<file path="src/pkg/sfrw_pkg.sv">
// Shared constants and types for the sector FIFO rewind and extra-word count block.
`default_nettype none

package sfrw_pkg;

  // ----------------------------------------------------------------
  // Widths
  // ----------------------------------------------------------------
  localparam int unsigned PTR_W      = 14;
  localparam int unsigned PTR_LO_W   = 8;
  localparam int unsigned PTR_HI_W   = 6;
  localparam int unsigned ADDR_W     = 16;
  localparam int unsigned DATA_W     = 8;
  localparam int unsigned TALLY_W    = 4;
  localparam int unsigned WORD_W     = 16;

  // ----------------------------------------------------------------
  // Register map in external data space
  // ----------------------------------------------------------------
  localparam logic [ADDR_W-1:0] READ_POINTER_BACKUP_LOW_ADDR  = 16'hf0f1;
  localparam logic [ADDR_W-1:0] READ_POINTER_BACKUP_HIGH_ADDR = 16'hf0f2;
  localparam logic [ADDR_W-1:0] UDMA_EXTRA_WORD_COUNT_ADDR    = 16'hf0f9;

  // ----------------------------------------------------------------
  // Reset values and limits
  // ----------------------------------------------------------------
  localparam logic [PTR_W-1:0]   PTR_RESET   = 14'h0000;
  localparam logic [PTR_W-1:0]   PTR_STEP    = 14'h0001;
  localparam logic [TALLY_W-1:0] TALLY_RESET = 4'h0;
  localparam logic [TALLY_W-1:0] TALLY_STEP  = 4'h1;
  localparam logic [TALLY_W-1:0] TALLY_MAX   = 4'hf;
  localparam logic [DATA_W-1:0]  RDATA_RESET = 8'h00;
  localparam logic [DATA_W-1:0]  UNMAPPED_RD = 8'h00;

  // ----------------------------------------------------------------
  // Two-entry buffer occupancy, Gray coded along fill order
  // ----------------------------------------------------------------
  typedef enum logic [1:0] {
    SFRW_BUF_EMPTY = 2'b00,
    SFRW_BUF_ONE   = 2'b01,
    SFRW_BUF_TWO   = 2'b11
  } sfrw_fill_t;

endpackage

`default_nettype wire

</file>
<file path="src/logic/sfrw_top.sv">
// Sector FIFO read pointer backup and rewind, and Ultra DMA extra-word tally.
// Functional notes
// - Backup pointer high six bits, reserved bits zero
// - Rewind read pointer to resend timed-out packet
// - Packet acknowledged: copy current pointer to backup
// - Resend: load backup pointer into current pointer
// - Count words received between pause and terminate
// - Tally saturates at fifteen and holds
// - Launch or soft reset clears the tally
// - ATA read: increment pointer, copy into backup
// - ATA-side reads are never rewound
// - Backup pointer low byte in own register
`default_nettype none

module sfrw_top #(
  parameter int unsigned PTR_W  = sfrw_pkg::PTR_W,
  parameter int unsigned WORD_W = sfrw_pkg::WORD_W
) (
  input  wire logic                        i_ref_clk,
  input  wire logic                        i_rstn,
  // Sector FIFO read side.
  input  wire logic                        i_usb_read,
  input  wire logic                        i_usb_ack,
  input  wire logic                        i_usb_resend,
  input  wire logic                        i_ata_read,
  output var  logic [PTR_W-1:0]            o_fifo_read_pointer,
  // Strobes from the interface configuration register write.
  input  wire logic                        i_transfer_launch_set,
  input  wire logic                        i_soft_reset_set,
  // Ultra DMA receive word stream.
  input  wire logic                        i_udma_extra_phase,
  input  wire logic                        i_rx_valid,
  input  wire logic [WORD_W-1:0]           i_rx_data,
  output var  logic                        o_rx_ready,
  output var  logic                        o_word_valid,
  output var  logic [WORD_W-1:0]           o_word_data,
  input  wire logic                        i_word_ready,
  // Microcontroller external data read port.
  input  wire logic                        i_xdata_rd,
  input  wire logic [sfrw_pkg::ADDR_W-1:0] i_xdata_addr,
  output var  logic [sfrw_pkg::DATA_W-1:0] o_xdata_rdata,
  output var  logic                        o_xdata_rvalid
);

  typedef struct packed {
    logic [PTR_W-1:0]             fifo_read_pointer;
    logic [PTR_W-1:0]             read_pointer_backup;
    logic [sfrw_pkg::TALLY_W-1:0] extra_word_tally;
    logic [sfrw_pkg::DATA_W-1:0]  rdata;
    logic                         rvalid;
  } sfrw_state_t;

  sfrw_state_t st_ff;
  sfrw_state_t nxt_st;
  logic        rx_take;
  logic        tally_clear;
  logic        rx_extra;

  // ----------------------------------------------------------------
  // Register read decode
  // ----------------------------------------------------------------
  function automatic logic [sfrw_pkg::DATA_W-1:0] reg_read(
    input logic [sfrw_pkg::ADDR_W-1:0]  addr,
    input logic [PTR_W-1:0]             bk,
    input logic [sfrw_pkg::TALLY_W-1:0] tally
  );
    logic [sfrw_pkg::DATA_W-1:0] val;
    val = sfrw_pkg::UNMAPPED_RD;
    unique case (addr)
      sfrw_pkg::READ_POINTER_BACKUP_LOW_ADDR: begin
        val = bk[sfrw_pkg::PTR_LO_W-1:0];
      end
      sfrw_pkg::READ_POINTER_BACKUP_HIGH_ADDR: begin
        val = {{(sfrw_pkg::DATA_W-sfrw_pkg::PTR_HI_W){1'b0}},
               bk[PTR_W-1:sfrw_pkg::PTR_LO_W]};
      end
      sfrw_pkg::UDMA_EXTRA_WORD_COUNT_ADDR: begin
        val = {{(sfrw_pkg::DATA_W-sfrw_pkg::TALLY_W){1'b0}}, tally};
      end
      default: begin
        val = sfrw_pkg::UNMAPPED_RD;
      end
    endcase
    return val;
  endfunction

  // ----------------------------------------------------------------
  // Pointer step
  // ----------------------------------------------------------------
  // The pointer wraps at the top of the sector FIFO without a flag; the
  // write side is what keeps the two pointers apart.
  function automatic logic [PTR_W-1:0] ptr_next(input logic [PTR_W-1:0] ptr);
    return PTR_W'(ptr + sfrw_pkg::PTR_STEP);
  endfunction

  // ----------------------------------------------------------------
  // Receive buffer
  // ----------------------------------------------------------------
  // The buffer keeps accepting the trailing words after a pause while the consumer drains;
  // after a one-cycle stall with a word held it refuses for the next cycle, yet none of them is dropped.
  sfrw_skid_buf #(
    .WIDTH       (WORD_W)
  ) u_rx_buf (
    .i_ref_clk   (i_ref_clk),
    .i_rstn      (i_rstn),
    .i_in_valid  (i_rx_valid),
    .i_in_data   (i_rx_data),
    .o_in_ready  (o_rx_ready),
    .o_out_valid (o_word_valid),
    .o_out_data  (o_word_data),
    .i_out_ready (i_word_ready)
  );

  assign rx_take     = i_rx_valid && o_rx_ready;
  assign tally_clear = i_transfer_launch_set || i_soft_reset_set;
  // Only a word the buffer has taken is counted; a refused one comes again.
  assign rx_extra    = i_udma_extra_phase && rx_take;

  // ----------------------------------------------------------------
  // Next state
  // ----------------------------------------------------------------
  always_comb begin
    nxt_st = st_ff;

    // Priority: soft reset, then resend, then ATA read, then the USB-side pair.
    // Acknowledge and read may share a cycle, so they are not exclusive.
    if (i_soft_reset_set) begin
      nxt_st.fifo_read_pointer   = sfrw_pkg::PTR_RESET;
      nxt_st.read_pointer_backup = sfrw_pkg::PTR_RESET;
    end else if (i_usb_resend) begin
      // Backup always trails ATA reads, so a rewind never replays them.
      nxt_st.fifo_read_pointer = st_ff.read_pointer_backup;
    end else if (i_ata_read) begin
      nxt_st.fifo_read_pointer   = ptr_next(st_ff.fifo_read_pointer);
      nxt_st.read_pointer_backup = ptr_next(st_ff.fifo_read_pointer);
    end else begin
      if (i_usb_ack) begin
        // The pointer before this cycle's read marks the acknowledged end.
        nxt_st.read_pointer_backup = st_ff.fifo_read_pointer;
      end
      if (i_usb_read) begin
        nxt_st.fifo_read_pointer = ptr_next(st_ff.fifo_read_pointer);
      end
    end

    // A word arriving in the clearing cycle is counted, not lost.
    if (tally_clear) begin
      nxt_st.extra_word_tally = rx_extra ?
                                sfrw_pkg::TALLY_STEP : sfrw_pkg::TALLY_RESET;
    end else if (rx_extra &&
                 (st_ff.extra_word_tally != sfrw_pkg::TALLY_MAX)) begin
      nxt_st.extra_word_tally = st_ff.extra_word_tally + sfrw_pkg::TALLY_STEP;
    end

    nxt_st.rvalid = i_xdata_rd;
    if (i_xdata_rd) begin
      nxt_st.rdata = reg_read(i_xdata_addr, st_ff.read_pointer_backup,
                              st_ff.extra_word_tally);
    end
  end

  always_ff @(posedge i_ref_clk or negedge i_rstn) begin
    if (!i_rstn) begin
      st_ff <= '{fifo_read_pointer: sfrw_pkg::PTR_RESET,
                 read_pointer_backup: sfrw_pkg::PTR_RESET,
                 extra_word_tally: sfrw_pkg::TALLY_RESET,
                 rdata: sfrw_pkg::RDATA_RESET,
                 rvalid: 1'b0};
    end else begin
      st_ff <= nxt_st;
    end
  end

  assign o_fifo_read_pointer = st_ff.fifo_read_pointer;
  assign o_xdata_rdata       = st_ff.rdata;
  assign o_xdata_rvalid      = st_ff.rvalid;
endmodule

`default_nettype wire

</file>
<file path="src/logic/sfrw_skid_buf.sv">
// Two-entry valid/ready buffer with registered outputs.
`default_nettype none

module sfrw_skid_buf #(
  parameter int unsigned WIDTH = sfrw_pkg::WORD_W
) (
  input  wire logic             i_ref_clk,
  input  wire logic             i_rstn,
  input  wire logic             i_in_valid,
  input  wire logic [WIDTH-1:0] i_in_data,
  output var  logic             o_in_ready,
  output var  logic             o_out_valid,
  output var  logic [WIDTH-1:0] o_out_data,
  input  wire logic             i_out_ready
);

  typedef struct packed {
    sfrw_pkg::sfrw_fill_t fill;
    logic [WIDTH-1:0]     head;
    logic [WIDTH-1:0]     tail;
    logic                 in_ready;
    logic                 out_valid;
  } sfrw_buf_state_t;

  sfrw_buf_state_t st_ff;
  sfrw_buf_state_t nxt_st;
  logic            push;
  logic            pop;

  assign push = i_in_valid && st_ff.in_ready;
  assign pop  = st_ff.out_valid && i_out_ready;

  // ----------------------------------------------------------------
  // Next state
  // ----------------------------------------------------------------
  always_comb begin
    nxt_st = st_ff;
    unique case (st_ff.fill)
      sfrw_pkg::SFRW_BUF_EMPTY: begin
        if (push) begin
          nxt_st.head = i_in_data;
          nxt_st.fill = sfrw_pkg::SFRW_BUF_ONE;
        end
      end
      sfrw_pkg::SFRW_BUF_ONE: begin
        if (push && pop) begin
          nxt_st.head = i_in_data;
        end else if (push) begin
          nxt_st.tail = i_in_data;
          nxt_st.fill = sfrw_pkg::SFRW_BUF_TWO;
        end else if (pop) begin
          nxt_st.fill = sfrw_pkg::SFRW_BUF_EMPTY;
        end
      end
      sfrw_pkg::SFRW_BUF_TWO: begin
        // Ready is low here, so only a drain can happen.
        if (pop) begin
          nxt_st.head = st_ff.tail;
          nxt_st.fill = sfrw_pkg::SFRW_BUF_ONE;
        end
      end
      default: begin
        nxt_st.fill = sfrw_pkg::SFRW_BUF_EMPTY;
      end
    endcase
    nxt_st.in_ready  = (nxt_st.fill != sfrw_pkg::SFRW_BUF_TWO);
    nxt_st.out_valid = (nxt_st.fill != sfrw_pkg::SFRW_BUF_EMPTY);
  end

  always_ff @(posedge i_ref_clk or negedge i_rstn) begin
    if (!i_rstn) begin
      st_ff <= '{fill: sfrw_pkg::SFRW_BUF_EMPTY, head: '0, tail: '0,
                 in_ready: 1'b1, out_valid: 1'b0};
    end else begin
      st_ff <= nxt_st;
    end
  end

  assign o_in_ready  = st_ff.in_ready;
  assign o_out_valid = st_ff.out_valid;
  assign o_out_data  = st_ff.head;

endmodule

`default_nettype wire

</file>
<file path="config.mk">
export PLATFORM = sky130hd
export DESIGN_NAME = sfrw_top
export DESIGN_NICKNAME = d
export VERILOG_FILES = /design/src/pkg/sfrw_pkg.sv /design/src/logic/sfrw_top.sv /design/src/logic/sfrw_skid_buf.sv
export SDC_FILE = /design/constraint.sdc
export NUM_CORES = 1
export LEC_CHECK = 0
export ABC_AREA = 1
export BUFFER_PORTS_ARGS = -buffer_cell sky130_fd_sc_hd__buf_2
export CORE_MARGIN = 3
export CORE_UTILIZATION = 60
export DETAILED_ROUTE_END_ITERATION = 16
export HOLD_SLACK_MARGIN = 0.05
export PLACE_DENSITY_LB_ADDON = 0.12
export SLEW_MARGIN = 20
export SYNTH_ARGS = -nofsm -noshare
export SYNTH_HDL_FRONTEND = slang
export SYNTH_HIERARCHICAL = 1
export SYNTH_SLANG_ARGS = --single-unit
</file>
<file path="constraint.sdc">
create_clock -name i_ref_clk -period 2.62 [get_ports i_ref_clk]
set_clock_uncertainty 0.05 [all_clocks]
set_input_delay 0 -clock i_ref_clk [delete_from_list [all_inputs] [get_ports i_ref_clk]]
set_output_delay 0 -clock i_ref_clk [all_outputs]
set_load 0.03 [all_outputs]
</file>
Word level (Yosys, flattened, before mapping)
Index checks and enable logic that the tools add are counted.
- memories kept: 0
- flip-flop bits (word level): 77
- bits in read-only memories: 0
- bits in writable memories: 0
- word-level logic and storage cells: 57
- bits in latches: 0
- $mul: 0
- $add $sub $neg: 2
- magnitude comparators: 0
- bitwise operators: 1
- multiplexer cells: 18
- equal/unequal tests: 11
- div/mod/pow operators: 0
- reductions and logical operators: 15
- shifts and indexed selects: 0
- operator list (operator ; number):
    $mux 14 ; 4
    $mux 28 ; 2
    $eq 16x16->1 const B ; 3
    $pmux 16 s3 ; 1
    $mux 18 ; 2
    $pmux 8 s3 ; 1
    $mux 16 ; 1
    $add 14x1->14 const B ; 1
    $mux 4 ; 2
    $mux 2 ; 3
    $ne 2x1->1 const B ; 3
    $pmux 2 s3 ; 1
    $reduce_bool 3->1 ; 2
    $logic_and 1x1->1 ; 5
    $add 4x1->4 const B ; 1
    $ne 2x2->1 const B ; 2
    $ne 4x4->1 const B ; 1
    $reduce_and 4->1 ; 1
    $reduce_bool 2->1 ; 2
    $reduce_bool 4->1 ; 1
    $reduce_and 3->1 ; 1
    $eq 2x1->1 const B ; 1
    $eq 2x2->1 const B ; 1
    $logic_not 2->1 ; 1
    4 further kinds ; 4

Logic depth before layout (Yosys ltp)
- depth after elaboration: 6
- depth in mapped cells: 9
- depth with buffers taken out: 9

Cells and area by module
The synthesis kept the hierarchy.
- modules (own cells, without submodules) (module ; cells an instance ; area an instance (um^2) ; sequential area each (um^2) ; instances):
    sfrw_top ; 371 ; 2692.6 ; 1026.0 ; 1
    sfrw_skid_buf ; 224 ; 1819.2 ; 902.1 ; 1

Worst setup path before layout
Ideal clock, no wire load.
- path type: flip-flop to flip-flop
- start: reg u_rx_buf.st_ff (netlist bit u_rx_buf/o_in_ready)
- end: reg u_rx_buf/st_ff[16] (netlist name)
- cell stages (with the launch flop): 7
- data required time: 2454 ps
- arrival: 1263 ps
- slack: 1190 ps
- period minus slack after synthesis: 1430 ps
- library setup time: 116 ps
- cell sequence: dfstp_2 nand3_4 inv_2 nand2_2 buf_4 nand2_1 nand2_1
- longest elaborated chain between the ends: 4
- RTL lines (item ; line ; source):
    start: declaration ; sfrw_skid_buf.sv:25 ; sfrw_buf_state_t st_ff;
    start signal: assignment ; sfrw_skid_buf.sv:72 ; st_ff <= '{fill: sfrw_pkg::SFRW_BUF_EMPTY, head: '0, tail: '0,
    start signal: assignment ; sfrw_skid_buf.sv:75 ; st_ff <= nxt_st;
    $logic_and 1x1->1 * ; sfrw_skid_buf.sv:30 ; assign push = i_in_valid && st_ff.in_ready;
    $logic_and 1x1->1 ; sfrw_skid_buf.sv:46 ; if (push && pop) begin
    $not 1->1 (no line) ; n/a ;
    $reduce_and 3->1 (no line) * ; n/a ;
Every way passes the cells marked *; elsewhere a longest branch is shown, timed or not.
A chain may end at the register's enable or synchronous reset.

Final worst setup path
- start: reg u_rx_buf/st_ff[34] (netlist name)
- end: reg u_rx_buf.st_ff (netlist bit u_rx_buf/o_out_data[8])
- longest elaborated chain between the ends: 3
- elaborated cells between the ends (all ways): 9
- RTL lines (item ; line ; source):
    $eq 2x2->1, or another cell as far along ; sfrw_skid_buf.sv:38 ; unique case (st_ff.fill)
    $ne 2x1->1 (no line), or another cell as far along ; n/a ;
    $reduce_and 4->1 (no line) ; n/a ;
Parallel ways exist; a longest one is shown, timed or not.

==> results by group <==
Detailed routing
  • Iter 0 DRT Violations: 322
  • ANT nets after route: 0
  • DRC: 0
  • Vias per inst: 5.25
  • Detailed Routing Iterations Pass 1: 5
  • Vias: 4015
  • Routed wire length per instance: 13.7 microns
  • Total wire length: 10.5 mm

Finish
  • Most frequent cells in the layout: nand2_1, buf_2, dfrtp_1, nand3_1, nor2_1
  • Area grow syn2layout: 13.1%
  • Sequential cell area: 1930 sq um
  • FILL cells: 611
  • Share of cells above drive strength 1: 20.2%
  • Multi-input gate area: 1980 sq um
  • Fin cells: 765
  • N_diodes: 0
  • Leading cell type in the layout, fill and taps excluded: nand2_1
  • Nets: 710

Yosys
  • Simple-gate share of the synthesized area: 35.4%
  • Seq/Total Area, Yosys: 42.7%
  • Post-Syn Instances: 595
  • Mux cell area share after synthesis: 0.222%
  • Syn Std Cell Area: 4510 sq um
  • Ys async rst share: 100%
  • Most used DFF post-synth: dfrtp_1
  • Post-synth EDFFs: 0
  • #FFs+latches synth: 77
  • Syn_area_per_cell: 7.58 sq um
  • Syn_nets: 641
  • Largest family of logic cells by synthesized area: simple AND/OR/NAND/NOR gates
  • Synth Area in XOR/XNOR: 2.11%
  • Distinct cell type count after synthesis: 33
  • Compound-Gate Fraction of Synth Area: 5.55%
  • Adder-cell area share of the yosys netlist: 0.555%
  • Ys Warns: 6

Critical path
  • Crit Path Class: reg -> reg
  • Critical Path Fanout Max: 21
  • Startpoint Class: flip-flop
  • CP required: 2.87 ns
  • WP data arrival: 1.92 ns
  • Setup crit end kind: flip-flop

Clock tree
  • Clk Latency, worst-skew pair: 0.35 ns
  • CTS HTree Levels: 3
  • Total CTS buffers: 9
  • Clk sink count: 77
  • Post_cts resized: 0
  • CTS tree: built
  • Clock Path Buffers: 2
  • CTS Root Cell: clkbuf_8
  • Post-CTS Repair Setup Buffers: 0
  • Worst-path clk slew: 0.09 ns

Floorplanning
  • Row cnt: 30
  • I/O pin count: 85
  • Die height: 92.7 microns
  • Initial core utilization: 63.9%
  • Die width: 92.7 microns
  • Full die area: 8600 sq um
  • Core ar.: 7060 sq um

Global route
  • Grt total ovfl: 0
  • Vias in the first global route: 3728
  • GRT Max-Usage Layer: met2
  • Total Routing Usage GR: 25.6%
  • Initial antenna violation count: 0
  • First-pass GRT wire length: 17.6 mm
  • M1 GR Usage: 37.7%
  • Met3 Usage GRT: 3.74%
  • Pin count of the biggest net entering global routing: 78
  • Met2 usage: 38.6%

Min path
  • Min-Delay Path Class: in -> reg

Place
  • Post-DP HPWL: 7.07 mm
  • Port Buffers: 84
  • Placer congestion estimate: 0.853
  • Placed Instances: 719

Power
  • Power Density: 791 nW/um^2
  • P_leak: 2.71 nW
  • Peak VDD IR: 0.504 mV

STA
  • Slew Limit Headroom: 36.6%
  • Fin. max-slew vios: 0
  • Fmax: 599 MHz
  • Period utilisation layout: 63.7%
  • Hold Vio Cnt, Final: 0
  • Slew @ Worst Pin: 0.951 ns
  • RSZ-0062 raised after global routing: false
  • Setup TNS Final: 0 ns
  • Min Tclk post-route: 1.67 ns
  • Final setup fails: 0

Flow run
  • MaxCap Viol Count: 0

Status
  • Run status: completed
[registers in the layout, indices dropped and copies added (netlist names)]
name	count
u_rx_buf/o_in_ready	1
st_ff	18
u_rx_buf/o_out_valid	1
o_xdata_rdata	8
u_rx_buf/o_out_data	16
o_fifo_read_pointer	14
u_rx_buf/st_ff	18
o_xdata_rvalid	1
[layer usage]
layer / routed length (microns) / vias to the layer above
met3: 899 / 10
met2: 4700 / 181
met1: 4750 / 1844
li1: - / 1980
met4: 108 / 0
met5: 0 / -
[power breakdown]
part | internal (mW) | switching, mW | total [mW] | leakage (nW)
registers | 1.48 | 0.183 | 1.66 | 1.00
clock network | 0.447 | 0.455 | 0.902 | 0.0895
logic | 0.429 | 1.04 | 1.47 | 1.62
[cells in the mapped netlist (3+ instances only)]
| master | number | share of area [%] |
|---|---|---|
| nand2_1 | 240 | 20 |
| dfrtp_1 | 76 | 42 |
| nand3_1 | 70 | 7.8 |
| buf_4 | 40 | 6.7 |
| nor2_1 | 33 | 2.7 |
| inv_1 | 29 | 2.4 |
| a21oi_1 | 13 | 1.4 |
| o21ai_0 | 12 | 1.3 |
| buf_6 | 11 | 2.7 |
| nand2_2 | 9 | 1.2 |
| inv_2 | 6 | 0.50 |
| nor2_4 | 6 | 1.5 |
| xor2_1 | 6 | 1.2 |
| buf_2 | 5 | 0.55 |
| o21ai_1 | 5 | 0.55 |
| a21oi_2 | 3 | 0.58 |
| clkinv_1 | 3 | 0.25 |
| o22ai_1 | 3 | 0.42 |
| xnor2_1 | 3 | 0.58 |
[kinds of logic after synthesis]
kind of cell / after synthesis
and+or+nand+nor: 368
buffers and inverters: 96
DFF: 77
AOI/OAI and AO/OA: 41
xor gates and xnor gates: 10
adders and majority gates: 2
muxes: 1
[final cells by class]
class | instances | area share (%)
Sequential cell | 77 | 37.8
Multi-Input combinational cell | 422 | 38.8
Timing Repair Buffer | 114 | 14.2
Clock inverter | 6 | 1.37
Clock buffer | 10 | 2.50
Tap cell | 96 | 2.35
Inverter | 40 | 3.04
[through the flow]
step	instance area, sq um	worst slack [ns]	utilization, %	hold slack (ns)	power, mW
floorplan	4510	1.19	-	-0.346	2.95
detailed placement	4610	0.975	65.3	0.161	3.12
finish	5100	0.950	72.3	0.0634	4.04
CTS	5100	0.965	72.3	0.0530	4.06
global placement	4610	1.00	65.3	0.161	3.08
global route	5100	0.824	72.3	0.0697	4.32
[worst paths after layout]
kind | start | end | slack [ns] | cells past startpoint
setup reg to reg | u_rx_buf/st_ff[34] | u_rx_buf/o_out_data[8] | 0.95 | 6
max in group asynchronous | i_rstn | o_fifo_read_pointer[13] | 1.62 | 2
setup / recovery | u_rx_buf/st_ff[34] | u_rx_buf/o_out_data[8] | 0.95 | 6
hold reg to reg | u_rx_buf/o_out_data[6] | u_rx_buf/o_out_data[6] | 0.43 | 2
min in group asynchronous | i_rstn | o_xdata_rdata[0] | 0.28 | 2
hold / removal | i_usb_resend | o_fifo_read_pointer[4] | 0.06 | 3
[critical path, cell delays in order (launching register included)]
cell and delay (ns):
dfrtp_1 0.41, nand2_2 0.33, nor2_4 0.47, nand2_1 0.11, nand2_1 0.10, nand2_1 0.06
nand2_1 0.08
[timing repair]
action	CTS	global route
setup endpoints to repair	0	0
hold endpoints to repair	132	0
hold buffers	30	0
(Power assumes the default switching activity.)
